## src/tpw_defines.svh

```systemverilog
/*
 * Register offsets, field positions, reset values and counts of the PWM timer channel.
 * Assumes inclusion by bare name from the testbench and the design module.
 */
`ifndef TPW_DEFINES_SVH
`define TPW_DEFINES_SVH

// Register byte offsets
`define TPW_OFS_TIMER      8'h00
`define TPW_OFS_MODE       8'h04
`define TPW_OFS_START      8'h08
`define TPW_OFS_STATUS     8'h0C
`define TPW_OFS_MASK       8'h10

// Mode register fields
`define TPW_MODE_OUT_EN    0
`define TPW_MODE_EDGE      1
`define TPW_MODE_TRIG      2
`define TPW_MODE_EVSEL     3
`define TPW_MODE_WIDTH8    4
`define TPW_MODE_CLK_LO    6
`define TPW_MODE_CLK_HI    7

// Status fields
`define TPW_STAT_FALL      0
`define TPW_STAT_PIN       1

// Reset values
`define TPW_RST_MODE       8'h00
`define TPW_RST_TIMER      16'h0000
`define TPW_RST_MASK       1'b0

// Counts
`define TPW_PER16_LAST     16'hFFFE
`define TPW_PER8_LAST      16'h00FE
`define TPW_DIV8_LAST      3'h7
`define TPW_DIV32_LAST     5'h1F
`define TPW_UNDEF_READ     16'hA5A5

`endif

```

## src/tpw_pkg.sv

```systemverilog
/*
 * Types of the PWM timer channel.
 * Assumes tpw_defines.svh is on the include path.
 */
package tpw_pkg;

    typedef enum logic [1:0]
    {
        TPW_CLK_UNDIV  = 2'b00,
        TPW_CLK_DIV8   = 2'b01,
        TPW_CLK_DIV32  = 2'b10,
        TPW_CLK_SUB    = 2'b11
    } tpw_clk_sel_t;

    // Gray along idle, armed, run
    typedef enum logic [1:0]
    {
        TPW_IDLE  = 2'b00,
        TPW_ARMED = 2'b01,
        TPW_RUN   = 2'b11
    } tpw_state_t;

endpackage : tpw_pkg

```

## src/tpw_pwm.sv

```systemverilog
/*
 * Pulse width modulation channel of a down-counting timer, with register port and interrupt.
 * Assumes a single 40 MHz clock, a same-clock sub-clock tick and other-timer overflow pulse,
 * and an asynchronous trigger pin.
 */
// What this block does
// [RULE1] Down counter on selectable prescaled clock source
// [RULE2] Reload new count at each pulse rise
// [RULE3] Triggers during counting are ignored
// [RULE4] 16-bit: high n, period 65535 ticks
// [RULE5] 8-bit: high n times (m+1) ticks
// [RULE6] 8-bit: period 255 times (m+1) ticks
// [RULE7] Start on flag, or trigger when enabled
// [RULE8] Clearing start flag stops counting
// [RULE9] Input pin is GPIO or trigger
// [RULE10] Output pin drives successive pulses
// [RULE11] Timer register reads return undefined value
// [RULE12] Write when stopped loads reload and counter
// [RULE13] Write when counting loads reload only
// [RULE14] Pinless channels do not support PWM
// [RULE15] Edge bit: zero falling, one rising
// [RULE16] Trigger select: flag only or event source
// [RULE17] Bits 7:6 choose count clock source
// [RULE18] Interrupt when pulse falls each period
// [RULE19] Output low when stopped or low phase
`timescale 1ns/1ps
`include "tpw_defines.svh"

module tpw_pwm
    import tpw_pkg::*;
#(
    parameter bit HAS_PINS = 1'b1
)
(
    input  wire logic        sys_clk,
    input  wire logic        reset_n,
    input  wire logic [7:0]  reg_addr,
    input  wire logic [15:0] reg_wdata,
    input  wire logic        reg_wr,
    input  wire logic        reg_rd,
    output logic      [15:0] reg_rdata,
    input  wire logic        timer_trigger_input_pin,
    input  wire logic        other_timer_overflow,
    input  wire logic        count_clock_subclock_div32,
    output logic             timer_pulse_output_pin,
    output logic             pulse_output_enable,
    output logic             irq
);

    ////////////////////////////////////////////////////////////////////////////
    // Declarations
    logic [15:0]  reload_reg;
    logic [7:0]   mode_reg;
    logic         start_flag_reg;
    logic         fall_stat_reg;
    logic         mask_reg;
    logic [15:0]  rdata_reg;
    logic         irq_reg;
    logic         pulse_out_reg;
    logic         out_en_reg;
    tpw_state_t   state_reg;
    tpw_state_t   state_next;
    logic [4:0]   prescale_reg;
    logic [15:0]  pos_reg;
    logic [7:0]   pre_reg;
    logic [15:0]  n_cur_reg;
    logic [7:0]   m_cur_reg;
    logic         trig_s1_reg;
    logic         trig_s2_reg;
    logic         trig_s3_reg;
    logic         wr_timer;
    logic         wr_mode;
    logic         wr_start;
    logic         wr_status;
    logic         wr_mask;
    logic         mode8;
    logic         tick;
    logic         step;
    logic         period_end;
    logic         start_evt;
    logic [15:0]  period_last;
    logic [15:0]  elapsed;
    logic [15:0]  n_reload;
    logic         high_now;
    logic         fall_evt;
    logic         pin_rise;
    logic         pin_fall;
    logic         pin_edge;
    logic         trig_evt;
    tpw_clk_sel_t clk_sel;

    assign wr_timer  = reg_wr && (reg_addr == `TPW_OFS_TIMER);
    assign wr_mode   = reg_wr && (reg_addr == `TPW_OFS_MODE);
    assign wr_start  = reg_wr && (reg_addr == `TPW_OFS_START);
    assign wr_status = reg_wr && (reg_addr == `TPW_OFS_STATUS);
    assign wr_mask   = reg_wr && (reg_addr == `TPW_OFS_MASK);
    assign mode8     = mode_reg[`TPW_MODE_WIDTH8];
    assign clk_sel   = tpw_clk_sel_t'(mode_reg[`TPW_MODE_CLK_HI:`TPW_MODE_CLK_LO]);

    ////////////////////////////////////////////////////////////////////////////
    // Register port
    always_ff @(posedge sys_clk or negedge reset_n)
    begin
        if (!reset_n)
            reload_reg <= `TPW_RST_TIMER;
        else if (wr_timer)
            reload_reg <= reg_wdata; // [RULE12] [RULE13]
    end
    always_ff @(posedge sys_clk or negedge reset_n)
    begin
        if (!reset_n)
            mode_reg <= `TPW_RST_MODE;
        else if (wr_mode)
            mode_reg <= reg_wdata[7:0];
    end
    always_ff @(posedge sys_clk or negedge reset_n)
    begin
        if (!reset_n)
            start_flag_reg <= 1'b0;
        else if (wr_start)
            start_flag_reg <= reg_wdata[0]; // [RULE7] [RULE8]
    end
    always_ff @(posedge sys_clk or negedge reset_n)
    begin
        if (!reset_n)
            mask_reg <= `TPW_RST_MASK;
        else if (wr_mask)
            mask_reg <= reg_wdata[`TPW_STAT_FALL];
    end
    // Count is not readable, so a constant hides it
    always_ff @(posedge sys_clk or negedge reset_n)
    begin
        if (!reset_n)
            rdata_reg <= 16'h0000;
        else if (reg_rd)
        begin
            case (reg_addr)
                `TPW_OFS_TIMER:  rdata_reg <= `TPW_UNDEF_READ; // [RULE11]
                `TPW_OFS_MODE:   rdata_reg <= {8'h00, mode_reg};
                `TPW_OFS_START:  rdata_reg <= {15'h0000, start_flag_reg};
                `TPW_OFS_STATUS: rdata_reg <= {14'h0000, trig_s2_reg, fall_stat_reg}; // [RULE9]
                `TPW_OFS_MASK:   rdata_reg <= {15'h0000, mask_reg};
                default:         rdata_reg <= 16'h0000;
            endcase
        end
        else
            rdata_reg <= 16'h0000;
    end
    assign reg_rdata = rdata_reg;

    ////////////////////////////////////////////////////////////////////////////
    // Trigger pin synchroniser and event select
    always_ff @(posedge sys_clk or negedge reset_n)
    begin
        if (!reset_n)
        begin
            trig_s1_reg <= 1'b0;
            trig_s2_reg <= 1'b0;
            trig_s3_reg <= 1'b0;
        end
        else
        begin
            trig_s1_reg <= timer_trigger_input_pin;
            trig_s2_reg <= trig_s1_reg;
            trig_s3_reg <= trig_s2_reg;
        end
    end
    assign pin_rise = trig_s2_reg && !trig_s3_reg;
    assign pin_fall = !trig_s2_reg && trig_s3_reg;
    assign pin_edge = mode_reg[`TPW_MODE_EDGE] ? pin_rise : pin_fall; // [RULE15]
    assign trig_evt = mode_reg[`TPW_MODE_EVSEL] ? other_timer_overflow : pin_edge; // [RULE7]

    ////////////////////////////////////////////////////////////////////////////
    // Count source
    always_ff @(posedge sys_clk or negedge reset_n)
    begin
        if (!reset_n)
            prescale_reg <= 5'h00;
        else
            prescale_reg <= prescale_reg + 5'h01;
    end
    always_comb
    begin
        case (clk_sel) // [RULE17] [RULE1]
            TPW_CLK_UNDIV: tick = 1'b1;
            TPW_CLK_DIV8:  tick = (prescale_reg[2:0] == `TPW_DIV8_LAST);
            TPW_CLK_DIV32: tick = (prescale_reg == `TPW_DIV32_LAST);
            TPW_CLK_SUB:   tick = count_clock_subclock_div32;
            default:       tick = 1'b0;
        endcase
    end

    ////////////////////////////////////////////////////////////////////////////
    // Run control
    always_comb
    begin
        state_next = state_reg;
        case (state_reg)
            TPW_IDLE:
                if (start_flag_reg)
                    state_next = mode_reg[`TPW_MODE_TRIG] ? TPW_ARMED : TPW_RUN; // [RULE16]
            TPW_ARMED:
                if (!start_flag_reg)
                    state_next = TPW_IDLE;
                else if (trig_evt)
                    state_next = TPW_RUN; // [RULE7]
            TPW_RUN:
                if (!start_flag_reg)
                    state_next = TPW_IDLE; // [RULE8] [RULE3]
            default:
                state_next = TPW_IDLE;
        endcase
        if (!HAS_PINS)
            state_next = TPW_IDLE; // [RULE14]
    end
    always_ff @(posedge sys_clk or negedge reset_n)
    begin
        if (!reset_n)
            state_reg <= TPW_IDLE;
        else
            state_reg <= state_next;
    end
    assign start_evt = (state_reg != TPW_RUN) && (state_next == TPW_RUN);

    ////////////////////////////////////////////////////////////////////////////
    // Counter
    assign period_last = mode8 ? `TPW_PER8_LAST : `TPW_PER16_LAST; // [RULE4] [RULE6]
    assign step        = (state_reg == TPW_RUN) && tick && (!mode8 || (pre_reg == 8'h00)); // [RULE5]
    assign period_end  = step && (pos_reg == 16'h0000);
    assign n_reload    = mode8 ? {8'h00, reload_reg[15:8]} : reload_reg;
    always_ff @(posedge sys_clk or negedge reset_n)
    begin
        if (!reset_n)
            pos_reg <= 16'h0000;
        else if (start_evt)
            pos_reg <= period_last;
        else if (step)
            pos_reg <= (pos_reg == 16'h0000) ? period_last : pos_reg - 16'h0001; // [RULE1] [RULE2]
    end
    // Prescaler gives m+1 ticks per 8-bit step
    always_ff @(posedge sys_clk or negedge reset_n)
    begin
        if (!reset_n)
            pre_reg <= 8'h00;
        else if (start_evt || period_end)
            pre_reg <= reload_reg[7:0];
        else if ((state_reg == TPW_RUN) && tick)
            pre_reg <= (pre_reg == 8'h00) ? m_cur_reg : pre_reg - 8'h01; // [RULE6]
    end
    always_ff @(posedge sys_clk or negedge reset_n)
    begin
        if (!reset_n)
        begin
            n_cur_reg <= 16'h0000;
            m_cur_reg <= 8'h00;
        end
        else if (start_evt || period_end)
        begin
            n_cur_reg <= n_reload; // [RULE2] [RULE13]
            m_cur_reg <= reload_reg[7:0];
        end
        else if (wr_timer && (state_reg != TPW_RUN))
        begin
            n_cur_reg <= mode8 ? {8'h00, reg_wdata[15:8]} : reg_wdata; // [RULE12]
            m_cur_reg <= reg_wdata[7:0];
        end
    end

    ////////////////////////////////////////////////////////////////////////////
    // Pulse output and interrupt
    assign elapsed  = period_last - pos_reg;
    assign high_now = (state_reg == TPW_RUN) && (elapsed < n_cur_reg); // [RULE4] [RULE5] [RULE19]
    assign fall_evt = pulse_out_reg && !high_now && (state_reg == TPW_RUN);
    always_ff @(posedge sys_clk or negedge reset_n)
    begin
        if (!reset_n)
        begin
            pulse_out_reg <= 1'b0;
            out_en_reg    <= 1'b0;
        end
        else
        begin
            pulse_out_reg <= high_now; // [RULE10] [RULE19]
            out_en_reg    <= HAS_PINS && mode_reg[`TPW_MODE_OUT_EN];
        end
    end
    // Set wins over a same-cycle clear
    always_ff @(posedge sys_clk or negedge reset_n)
    begin
        if (!reset_n)
            fall_stat_reg <= 1'b0;
        else if (fall_evt)
            fall_stat_reg <= 1'b1; // [RULE18]
        else if (wr_status && reg_wdata[`TPW_STAT_FALL])
            fall_stat_reg <= 1'b0;
    end
    always_ff @(posedge sys_clk or negedge reset_n)
    begin
        if (!reset_n)
            irq_reg <= 1'b0;
        else
            irq_reg <= fall_stat_reg && mask_reg;
    end
    assign timer_pulse_output_pin = pulse_out_reg;
    assign pulse_output_enable    = out_en_reg;
    assign irq                    = irq_reg;
endmodule : tpw_pwm
```

## config.mk

```make
export PLATFORM = sky130hd
export DESIGN_NAME = tpw_pwm
export DESIGN_NICKNAME = d
export VERILOG_FILES = /design/src/tpw_pkg.sv /design/src/tpw_pwm.sv
export VERILOG_INCLUDE_DIRS = /design/src
export SDC_FILE = /design/constraint.sdc
export NUM_CORES = 1
export LEC_CHECK = 0
export BUFFER_PORTS_ARGS = -buffer_cell sky130_fd_sc_hd__buf_2
export CAP_MARGIN = 20
export CORE_MARGIN = 5
export CORE_UTILIZATION = 35
export CTS_BUF_LIST = sky130_fd_sc_hd__clkbuf_2
export DETAILED_ROUTE_END_ITERATION = 16
export GPL_TIMING_DRIVEN = 1
export SYNTH_ARGS = -nofsm -noshare
export SYNTH_HDL_FRONTEND = slang
export SYNTH_SLANG_ARGS = --single-unit
```

## constraint.sdc

```tcl
create_clock -name sys_clk -period 3.3 [get_ports sys_clk]
set_clock_uncertainty 0.05 [all_clocks]
set_input_delay 0.165 -clock sys_clk [delete_from_list [all_inputs] [get_ports sys_clk]]
set_output_delay 0.165 -clock sys_clk [all_outputs]
set_load 0.005 [all_outputs]
```

=== Yosys cells after proc, flatten, opt, wreduce, memory -nomap -nowiden ===
Cells that the tools add are included.

* Add/subtract/negate cells: 4
* Magnitude comparators: 1
* Equality and inequality tests: 13
* Mux-type cells: 26
* Reductions and logical operators: 32

{| class="wikitable"
|+ Operators by type and width
! operator !! count
|-
| 16-bit 2-to-1 mux || 9
|-
| 16-bit case mux with 5 select lines || 1
|-
| 8-bit 2-to-1 mux || 5
|-
| 1-bit logical AND || 17
|-
| 8-bit by 4-bit == test with 1-bit output (second input constant) || 2
|-
| 16-bit logical NOT || 1
|-
| 8-bit logical NOT || 2
|-
| 16-bit < comparator || 1
|-
| 16-bit by 1-bit subtractor with 16-bit output (second input constant) || 1
|-
| 16-bit subtractor || 1
|-
| 2-bit 2-to-1 mux || 5
|-
| 2-bit == test (second input constant) || 4
|-
| 8-bit by 3-bit == test with 1-bit output (second input constant) || 1
|-
| 8-bit by 5-bit == test with 1-bit output (second input constant) || 1
|-
| 2-bit nonzero test || 4
|-
| 8-bit by 1-bit subtractor with 8-bit output (second input constant) || 1
|-
| 2-bit case mux with 3 select lines || 1
|-
| 5-bit by 1-bit adder with 5-bit output (second input constant) || 1
|-
| 5-bit == test (second input constant) || 1
|-
| 2-bit by 1-bit == test with 1-bit output (second input constant) || 2
|-
| 1-bit logical NOT || 4
|-
| 2-bit logical NOT || 2
|-
| 1-bit 2-to-1 mux || 4
|-
| 1-bit case mux with 4 select lines || 1
|-
| 3 further kinds || 4
|}

* Flip-flop bits (word level): 104
* Input port bits: 31
* Output and inout bits: 19

=== Logic depth before layout (Yosys ltp) ===
Gate-level depths: netlist of run 1.

* Depth after elaboration: 11
* Mapped depth: 15
* Depth with buffers taken out: 14

=== Worst setup path after synthesis of run 1 ===
OpenSTA, ideal clock, no wires.

* Kind: register to register
* Start point: register mode_reg[4]
* End point: register fall_stat_reg
* Setup time: 0.129 ns
* Arrival time: 3.004 ns
* Setup slack: 0.117 ns
* Stages on the path, launching flop included: 15
* Path buffers: 1
* Period minus slack after synthesis: 3.183 ns
* Cell sequence: dfrtp_1 inv_1 clkbuf_1 ha_1 o21ai_0 a21oi_1 or4_1 a31o_2 a21oi_1 xnor2_1 ha_1 o21ai_0 a21oi_1 nor3_1 o21ai_0

* Cells in the longest elaborated chain, start to end: 8
* Elaborated cells on any way between the ends: 9
* Classes of those cells: add/sub (1); order compare (1); mux (2); reduce/logical (5)

{| class="wikitable"
|+ Ends and longest elaborated chain
! item !! RTL line !! text
|-
| start, declared || tpw_pwm.sv:53 || <nowiki>logic [7:0] mode_reg;</nowiki>
|-
| start signal, assigned || tpw_pwm.sv:112 || <nowiki>mode_reg <= `TPW_RST_MODE;</nowiki>
|-
| start signal, assigned || tpw_pwm.sv:114 || <nowiki>mode_reg <= reg_wdata[7:0];</nowiki>
|-
| 16-bit 2-to-1 mux (no source line) (*) || n/a ||
|-
| 16-bit subtractor (*) || tpw_pwm.sv:271 || <nowiki>assign elapsed = period_last - pos_reg;</nowiki>
|-
| 16-bit < comparator (*) || tpw_pwm.sv:272 || <nowiki>assign high_now = (state_reg == TPW_RUN) && (elapsed < n_cur_reg);</nowiki>
|-
| 1-bit logical AND (*) || tpw_pwm.sv:272 ||
|-
| 1-bit logical NOT (*) || tpw_pwm.sv:273 || <nowiki>assign fall_evt = pulse_out_reg && !high_now && (state_reg == TPW_RUN);</nowiki>
|-
| 1-bit logical AND (*) (2 in a row) || tpw_pwm.sv:273 ||
|-
| 1-bit 2-to-1 mux or 2-bit nonzero test (tied branches) || n/a ||
|-
| end signal, assigned || tpw_pwm.sv:291 || <nowiki>fall_stat_reg <= 1'b0;</nowiki>
|-
| end signal, assigned || tpw_pwm.sv:293 || <nowiki>fall_stat_reg <= 1'b1;</nowiki>
|-
| end signal, assigned || tpw_pwm.sv:295 || <nowiki>fall_stat_reg <= 1'b0;</nowiki>
|-
| end, declared || tpw_pwm.sv:55 || <nowiki>logic fall_stat_reg;</nowiki>
|}

Mark *: on every way between the ends. The rest lies on a longest branch, timed or not.
A chain may end at the register's enable or synchronous reset.

=== Worst setup path in the final report of run 1 ===
Ends and elaborated chain as after synthesis.

==> results of run 1 <==
## cell type report
| cell class | count | area, sq um | area share, % |
|---|---|---|---|
| antenna | 1 | 2.502 | 0.03845 |
| clock buffer | 10 | 50.05 | 0.7689 |
| clock inverter | 5 | 63.81 | 0.9804 |
| inverter | 37 | 138.9 | 2.134 |
| multi-input combinational | 410 | 2910 | 44.71 |
| sequential | 97 | 2427 | 37.29 |
| tap | 216 | 270.3 | 4.152 |
| timing repair buffer | 89 | 645.6 | 9.919 |
## worst max path at each step
stage / endpoint / depth (start not counted) / slack (ns)
global placement: fall_stat_reg / 13 / 0.27
finish: fall_stat_reg / 14 / 0.26
floorplan: fall_stat_reg / 14 / 0.12
global route: timer_pulse_output_pin / 12 / 0.05
detailed placement: fall_stat_reg / 14 / 0.24
CTS: fall_stat_reg / 14 / 0.20
## per-layer routing
metal	track usage (%)	vias up	share of wire, %	wire length, um
li1	-	2188	-	-
met3	2.610	11	3.5	486
met1	20.61	2240	46	6347
met4	3.936	0	1.3	180
met5	0	-	0	0
met2	26.73	82	50	6934
## cell families (layout without fill, tap and decap cells)
group	count (synthesis)	after routing	share of synthesized area (%)
and+or+nand+nor	164	164	14.78
AOI/OAI and AO/OA	133	133	15.69
DFF	97	97	43.00
buffers and inverters	68	141	5.762
muxes	55	55	10.33
adders and majority gates	30	30	6.649
xor gates and xnor gates	24	24	3.723
other	1	5	0.06643
## synthesized netlist by cell type, types with 2 or more instances
cell type and count:
o21ai_0 27, nor2b_1 4, mux2_2 26, buf_8 2, xor2_1 12, o21a_1 3, or4_1 3, dfrtp_1 97
and4_1 2, buf_2 4, clkbuf_1 13, o22a_1 2, o21ai_1 2, nand4b_1 2, nand2b_1 2, buf_4 7
o211ai_1 6, or3_1 3, and3_1 12, o22ai_1 6, a41oi_1 2, a221oi_1 3, and2_1 7, a21oi_2 5
ha_1 30, nor2_1 46, a21oi_1 36, buf_1 2, nor4_1 4, nor3b_1 8, nand4_1 7, nor3_1 9
buf_6 2, mux2i_1 29, a211o_1 8, a31o_2 2, inv_1 37, nand2_1 32, xnor2_1 12, nand3_1 18
a211oi_1 9, a21boi_0 2, a21o_1 6, a31oi_1 4
## per-stage QoR
step           utilization [%]  hold WS (ns)  cell area (sq um)
5_1_grt                  41.12       0.03600               6509
6_report                 41.12       0.02177               6509
4_1_cts                  41.11      0.008137               6506
3_5_place_dp             38.49        0.1815               6092
2_1_floorplan                -       -0.1806               5657
3_3_place_gp             38.49        0.1694               6092
## power groups by stage
| stage | Sequential [mW] | Clock, mW | Combinational [mW] |
|---|---|---|---|
| detailed placement | 1.55 | 0 | 1.18 |
| floorplan | 1.47 | 0 | 0.942 |
| finish | 1.53 | 0.603 | 1.22 |
| global placement | 1.55 | 0 | 1.14 |
| CTS | 1.53 | 0.632 | 1.22 |
| global route | 1.56 | 0.673 | 1.37 |
## worst max-delay path: cells and delay by family (launching register included)
kind,cells,cell delay [ns]
and+or+nand+nor,5,0.99
AOI/OAI and AO/OA,5,0.82
adders and majority gates,2,0.54
DFF,1,0.43
buffers and inverters,1,0.09
xor gates and xnor gates,1,0.09
## what timing repair did
action                                  4_1_cts  5_1_grt
gates resized for setup                       0        2
hold endpoints to repair                    107        0
hold buffers                                 30        0
endpoints found under the setup margin        0        2
==> flow_metrics.py, run 1 <==
metrics = {
    "detailed_routing": {
        "drc": 0,
        "routed_wl_um": 13950,
        "via_count": 4521,
        "ant_nets": 0,
        "drtIter0Drc": 297,
        "routed_via_density": 5.227,
        "wl_per_cell_um": 16.12,
        "first_pass_iters": 4,
    },
    "sta": {
        "min_period_over_period_pct": 92.15,
        "hold_violations": 0,
        "tns_ns": 0,
        "rsz0062_at_grt": "no",
        "finalSetupViolations": 0,
        "slew_violations": 0,
        "fmax_ghz": 0.3289,
        "slew_headroom_pct": 32.00,
        "worst_slack_ns": 0.2592,
        "max_slew.worst_pin.slew_ns": 1.016,
        "post-route-min-period_ns": 3.041,
    },
    "placed_design": {
        "dp.cells": 819,
        "place_ws_ns": 0.2385,
        "place_congestion": 0.8838,
        "port_buffers": 45,
        "place_hpwl_um": 10470,
    },
    "die": {
        "die_y_um": 137,
        "dieArea_sq_um": 18770,
        "initial_utilization_pct": 35.67,
        "core_area_sq_um": 15830,
        "num_rows": 46,
        "num_io_pins": 50,
        "chipWidth_um": 137,
    },
    "grt": {
        "grt_max_degree": 48,
        "antenna_found_initial": 1,
        "gr-total-overflow": 0,
        "grt_pass1_vias": 4499,
        "grtUsageTotal_pct": 15.64,
        "grt_first_pass_wirelength_um": 23120,
    },
    "synthesis": {
        "ys_warn_count": 0,
        "yosysTopAreaCell": "dfrtp_1",
        "syn-cell-area_sq_um": 5645,
        "synth_top_area_share_pct": 43.00,
        "ys_ff_latch": 97,
        "synth_edf_count": 0,
        "synth_area_leaders": "dfrtp_1, ha_1, mux2_2",
        "avgSynthCellArea_sq_um": 9.870,
        "synthFlopType": "dfrtp_1",
        "yosysSeqAreaShare_pct": 43.00,
        "synthArstFlopShare_pct": 100.0,
        "synth_cell_types": 61,
        "netlist_instances": 572,
    },
    "finish": {
        "nets": 705,
        "fill_cells": 1536,
        "layout_common_cells": "dfrtp_1, nor2_1, buf_2, inv_1, a21oi_1",
        "area_growth_pct": 15.29,
        "final_common_cell": "dfrtp_1",
        "drive_gt1_share_pct": 17.59,
        "fin_cells": 865,
    },
    "clock_tree": {
        "cts_tree": "built",
        "clock-root-buffer": "clkbuf_2",
        "clk_path_buf_depth": 2,
        "clk_pin_slew_worst_paths_ns": 0.28,
        "cts_buffers": 9,
        "clk_latency_ns": 0.60,
        "cts.sinks": 97,
        "postCtsSetupBuffers": 0,
        "htreeDepth": 3,
    },
    "hold_path": {
        "min_path_type": "in -> async",
    },
    "worst_setup_path": {
        "required_ns": 3.81,
        "slowest_delay_ns": 0.44,
        "r2r_slack_ns": 0.26,
        "critPathArrivalTime_ns": 3.55,
        "ff2ff_path_depth": 14,
        "crit_chain": "inv_2 > ha_1 > and4b_1 > a21oi_1 > or4_1 > a31o_2 > a21oi_1 > xnor2_1 > ha_1 > nand4_1 > nor2_1 > o21a_1 > nor3_1 > o21ai_0",
        "startpoint": "mode_reg[4]",
        "cp_slowest_cell": "or4_1",
        "reg2reg_to": "fall_stat_reg",
        "endpoint_kind": "flop",
        "cp_max_fo": 8,
        "reg2reg_from": "mode_reg[4]",
        "path_class": "reg -> reg",
        "crit_path_start_kind": "flop",
    },
    "power_and_ir_drop": {
        "p_sw_mw": 1.254,
        "total_leakage_power_nw": 3.060,
        "swShare_pct": 37.42,
        "p_comb_share_pct": 36.3,
        "intPower_mw": 2.097,
        "power.density_nw_per_um2": 514.7,
        "clockPowerShare_pct": 18.0,
        "ir_drop_mv": 0.2666,
        "power_mw": 3.350,
        "seq_power_share_pct": 45.7,
    },
    "job": {
        "max_cap_violations": 0,
    },
    "outcome": {
        "status": "completed",
    },
}
Power figures use the tool's default switching activity.
==> inputs of run 2 (changes only) <==
--- a/config.mk
+++ b/config.mk
@@ -7,10 +7,8 @@
 export NUM_CORES = 1
 export LEC_CHECK = 0
 export BUFFER_PORTS_ARGS = -buffer_cell sky130_fd_sc_hd__buf_2
-export CAP_MARGIN = 20
 export CORE_MARGIN = 5
 export CORE_UTILIZATION = 35
-export CTS_BUF_LIST = sky130_fd_sc_hd__clkbuf_2
 export DETAILED_ROUTE_END_ITERATION = 16
 export GPL_TIMING_DRIVEN = 1
 export SYNTH_ARGS = -nofsm -noshare
==> run 2 against run 1 <==
Compared with the run above: register-to-register slack hardly changed; power is 13% higher; cell area is 1.6% lower; count of clock-buffer cells in the layout stayed put; critical path depth stayed put; clock power is 76% higher; die area stayed put; combinational power hardly changed; core utilization is 0.66 points lower; critical path type unchanged; largest cell class unchanged.
==> flow_metrics.py, run 2 (same netlist as run 1, synthesis figures left out) <==
metrics = {
    "sta": {
        "min_period_over_period_pct": 91.87,
        "slew_headroom_pct": 31.91,
        "rsz0062_at_grt": "no",
        "finalSetupViolations": 0,
        "post-route-min-period_ns": 3.032,
        "hold_slack_ns": 0.02240,
        "max_slew.worst_pin.slew_ns": 1.018,
        "slew_violations": 0,
        "fmax_ghz": 0.3298,
        "hold_violations": 0,
        "tns_ns": 0,
    },
    "finish": {
        "area_growth_pct": 13.45,
        "drive_gt1_share_pct": 18.23,
        "layout_common_cells": "dfrtp_1, nor2_1, buf_2, inv_1, a21oi_1",
        "final_common_cell": "dfrtp_1",
        "design_area_sq_um": 6405,
        "finish.utilization_pct": 40.47,
        "diodes": 0,
        "nets": 677,
    },
    "placed_design": {
        "place_congestion": 0.8838,
        "port_buffers": 45,
        "place_hpwl_um": 10470,
        "dpl_cell_area_sq_um": 6092,
    },
    "die": {
        "dieArea_sq_um": 18770,
        "core_area_sq_um": 15830,
        "chipWidth_um": 137,
        "initial_utilization_pct": 35.67,
        "num_io_pins": 50,
        "die_y_um": 137,
        "num_rows": 46,
    },
    "detailed_routing": {
        "drc": 0,
        "drtIter0Drc": 272,
        "first_pass_iters": 5,
        "via_count": 4406,
        "routed_via_density": 5.270,
        "ant_nets": 0,
        "routed_wl_um": 13840,
        "wl_per_cell_um": 16.56,
    },
    "power_and_ir_drop": {
        "power_mw": 3.785,
        "power.density_nw_per_um2": 591.0,
        "total_leakage_power_nw": 3.011,
        "ir_drop_mv": 0.3772,
    },
    "worst_setup_path": {
        "crit_path_start_kind": "flop",
        "path_class": "reg -> reg",
        "reg2reg_from": "mode_reg[4]",
        "required_ns": 3.53,
        "startpoint": "mode_reg[4]",
        "cp_max_fo": 8,
        "endpoint_kind": "flop",
        "critPathArrivalTime_ns": 3.26,
    },
    "job": {
        "max_cap_violations": 0,
    },
    "clock_tree": {
        "cts_tree": "built",
        "postCtsSetupBuffers": 0,
        "cts.sinks": 97,
        "clk_path_buf_depth": 2,
        "clk_pin_slew_worst_paths_ns": 0.07,
        "htreeDepth": 3,
        "cts_buffers": 9,
        "clk_latency_ns": 0.35,
        "clock-root-buffer": "clkbuf_16",
    },
    "grt": {
        "gr-total-overflow": 0,
        "grtUsageTotal_pct": 15.54,
        "grt_first_pass_wirelength_um": 22730,
        "antenna_found_initial": 0,
        "grt_max_degree": 48,
        "grt_pass1_vias": 4406,
    },
    "hold_path": {
        "min_path_type": "in -> reg",
        "holdCritStartpoint": "reg_wdata[10]",
    },
    "outcome": {
        "status": "completed",
    },
}
[run 2: power by group]
part | switching [mW] | leakage (nW) | internal, mW | total, mW
Combinational | 0.656 | 1.63 | 0.536 | 1.19
Sequential | 0.176 | 1.24 | 1.36 | 1.53
Clock | 0.467 | 0.145 | 0.593 | 1.06
[run 2: what timing repair did]
item	CTS	global route
hold buffers	2	0
resized for setup	0	1
setup endpoints to repair	0	2
endpoints found under the hold margin	46	0
[run 2: routing by layer]
metal	vias to the layer above	routed length, um	global-route usage [%]
li1	2128	-	-
met1	2195	6514	20.48
met2	71	6767	25.91
met3	12	371	3.088
met4	0	190	4.490
met5	-	0	0
[run 2: area by class of cell]
type | instances | area [sq um]
Fill cell | 1549 | 9423
Multi-Input combinational cell | 410 | 2910
Sequential cell | 97 | 2427
Timing Repair Buffer | 61 | 365.4
Tap cell | 216 | 270.3
Clock buffer | 10 | 229.0
Inverter | 37 | 138.9
Clock inverter | 5 | 63.81
[run 2: final timing paths]
| check | endpoint | slack (ns) | cells after the start |
|---|---|---|---|
| worst min register to register | trig_s2_reg | 0.29 | 0 |
| min in group asynchronous | irq | 0.33 | 2 |
| worst min-delay path | reload_reg[10] | 0.02 | 2 |
| max in group asynchronous | pre_reg[7] | 2.03 | 3 |
| worst max register to register | fall_stat_reg | 0.27 | 14 |
| worst max-delay path | fall_stat_reg | 0.27 | 14 |
[run 2: worst max-delay path, stage by stage, from the launching register on]
cell     delay, ns
dfrtp_1       0.39
inv_2         0.14
ha_1          0.30
o21ai_0       0.16
a21oi_1       0.07
or4_1         0.44
a31o_2        0.25
a21oi_1       0.18
xnor2_1       0.09
ha_1          0.29
nand4_1       0.10
nor2_1        0.14
o21a_1        0.16
nor3_1        0.05
o21ai_0       0.15
[run 2: stage by stage]
step	instances	worst slack, ns
after floorplan	575	0.1171
after global placement	819	0.2724
after detailed placement	819	0.2385
after CTS	836	0.2251
after global routing	836	0.004524
final	836	0.2682
==> inputs of run 3 (changes only) <==
--- a/config.mk
+++ b/config.mk
@@ -8,7 +8,7 @@
 export LEC_CHECK = 0
 export BUFFER_PORTS_ARGS = -buffer_cell sky130_fd_sc_hd__buf_2
 export CORE_MARGIN = 5
-export CORE_UTILIZATION = 35
+export CORE_UTILIZATION = 40
 export DETAILED_ROUTE_END_ITERATION = 16
 export GPL_TIMING_DRIVEN = 1
 export SYNTH_ARGS = -nofsm -noshare
==> constraint.sdc (replaced) <==
create_clock -name sys_clk -period 3.3 [get_ports sys_clk]
set_clock_uncertainty 0.05 [all_clocks]
set_input_delay 0.495 -clock sys_clk [delete_from_list [all_inputs] [get_ports sys_clk]]
set_output_delay 0.495 -clock sys_clk [all_outputs]
set_load 0.005 [all_outputs]
==> run 3 against run 2 <==
Compared with the run above: critical path depth did not move; maximum frequency rose by 0.78%; count of clock-buffer cells in the layout fell by 1; sequential power barely moved; worst hold slack improved by 0.13 ns; register-to-register slack improved by 0.02 ns.
==> flow_metrics.py, run 3 (same netlist as run 1, synthesis figures left out) <==
metrics = {
    "placed_design": {
        "port_buffers": 45,
        "place_ws_ns": 0.3336,
        "dpl_cell_area_sq_um": 6060,
        "place_hpwl_um": 10370,
        "place_congestion": 0.8656,
        "dp.cells": 783,
    },
    "clock_tree": {
        "htreeDepth": 3,
        "clk_pin_slew_worst_paths_ns": 0.07,
        "clk_latency_ns": 0.35,
        "clk_path_buf_depth": 2,
        "ctsHoldBuffers": 0,
        "cts_buffers": 9,
        "cts_tree": "built",
        "cts_resized": 0,
        "postCtsSetupBuffers": 0,
        "clock-root-buffer": "clkbuf_16",
        "cts.sinks": 97,
    },
    "worst_setup_path": {
        "crit_path_start_kind": "flop",
        "critPathArrivalTime_ns": 3.23,
        "startpoint": "pos_reg[8]",
        "endpoint_kind": "flop",
        "cp.depth": 14,
        "cp_slowest_cell": "or4_1",
        "crit_end": "fall_stat_reg",
        "slowest_delay_ns": 0.45,
        "path_class": "reg -> reg",
        "ff2ff_path_depth": 14,
        "cp_max_fo": 4,
        "required_ns": 3.52,
        "reg2reg_to": "fall_stat_reg",
        "cpLargestDelayFamily": "simple AND/OR/NAND/NOR gates",
        "cp.buffers_inverters": 1,
        "r2r_slack_ns": 0.29,
        "reg2reg_from": "pos_reg[8]",
        "crit_chain": "inv_1 > ha_1 > and4b_1 > a21oi_1 > or4_1 > a31o_2 > a21oi_1 > xnor2_1 > ha_1 > nand4_1 > nor2_1 > o21a_1 > nor3_1 > o21ai_0",
    },
    "finish": {
        "finish.utilization_pct": 45.65,
        "fin_cells": 798,
        "final_common_cell": "dfrtp_1",
        "diodes": 0,
        "fill_cells": 1321,
        "area_growth_pct": 12.23,
        "drive_gt1_share_pct": 18.28,
        "nets": 675,
        "design_area_sq_um": 6336,
        "layout_common_cells": "dfrtp_1, nor2_1, buf_2, inv_1, a21oi_1",
    },
    "sta": {
        "tns_ns": 0,
        "worst_slack_ns": 0.2917,
        "fmax_ghz": 0.3324,
        "slew_violations": 0,
        "post-route-min-period_ns": 3.008,
        "min_period_over_period_pct": 91.16,
        "slew_headroom_pct": 28.19,
        "hold_slack_ns": 0.1543,
        "max_slew.worst_pin.slew_ns": 1.073,
        "hold_violations": 0,
        "rsz0062_at_grt": "no",
        "finalSetupViolations": 0,
    },
    "detailed_routing": {
        "wl_per_cell_um": 17.49,
        "first_pass_iters": 4,
        "drtIter0Drc": 300,
        "ant_nets": 0,
        "via_count": 4443,
        "drc": 0,
        "routed_wl_um": 13960,
        "routed_via_density": 5.568,
    },
    "die": {
        "num_io_pins": 50,
        "num_rows": 43,
        "die_y_um": 128.8,
        "core_area_sq_um": 13880,
        "dieArea_sq_um": 16590,
        "chipWidth_um": 128.8,
        "initial_utilization_pct": 40.67,
    },
    "power_and_ir_drop": {
        "clockPowerShare_pct": 26.6,
        "power_mw": 3.748,
        "p_sw_mw": 1.330,
        "seq_power_share_pct": 40.9,
        "ir_drop_mv": 0.3353,
        "total_leakage_power_nw": 2.998,
        "p_comb_share_pct": 32.5,
        "power.density_nw_per_um2": 591.5,
        "swShare_pct": 35.48,
        "intPower_mw": 2.418,
    },
    "grt": {
        "antenna_found_initial": 0,
        "grt_use_met2_pct": 27.96,
        "grtUsageTotal_pct": 17.62,
        "gr-total-overflow": 0,
        "gr-max-usage-layer": "met2",
        "grt_first_pass_wirelength_um": 22890,
        "grt.met3_usage_pct": 3.404,
        "grt_max_degree": 54,
        "grt_pass1_vias": 4405,
        "grt_use_met1_pct": 24.13,
    },
    "job": {
        "max_cap_violations": 0,
    },
    "outcome": {
        "status": "completed",
    },
    "hold_path": {
        "min_path_type": "in -> async",
    },
}
run 3: per-layer routing:
metal | share of wire, % | wire length [um]
met1 | 47 | 6541
met2 | 47 | 6600
met4 | 2.1 | 295
met3 | 3.8 | 524
met5 | 0 | 0
run 3: worst min path at each step:
stage	from	to
floorplan	reset_n	fall_stat_reg
global route	timer_trigger_input_pin	trig_s1_reg
CTS	reset_n	state_reg[0]
detailed placement	trig_s1_reg	trig_s2_reg
finish	reset_n	pulse_output_enable
global placement	trig_s1_reg	trig_s2_reg
run 3: power groups by stage:
stage               Sequential (mW)  Combinational [mW]  Clock (mW)
CTS                            1.53                1.22        1.03
detailed placement             1.55                1.21           0
finish                         1.53                1.22       0.996
floorplan                      1.47               0.942           0
global route                   1.56                1.38        1.08
global placement               1.54                1.17           0
run 3: final cells by class:
class | instances | area (sq um) | share of cell area, %
inverter | 37 | 138.9 | 2.192
clock buffer | 9 | 225.2 | 3.555
sequential | 97 | 2427 | 38.31
multi-input combinational | 410 | 2910 | 45.93
tap | 180 | 225.2 | 3.555
clock inverter | 6 | 51.30 | 0.8096
timing repair buffer | 59 | 357.8 | 5.648
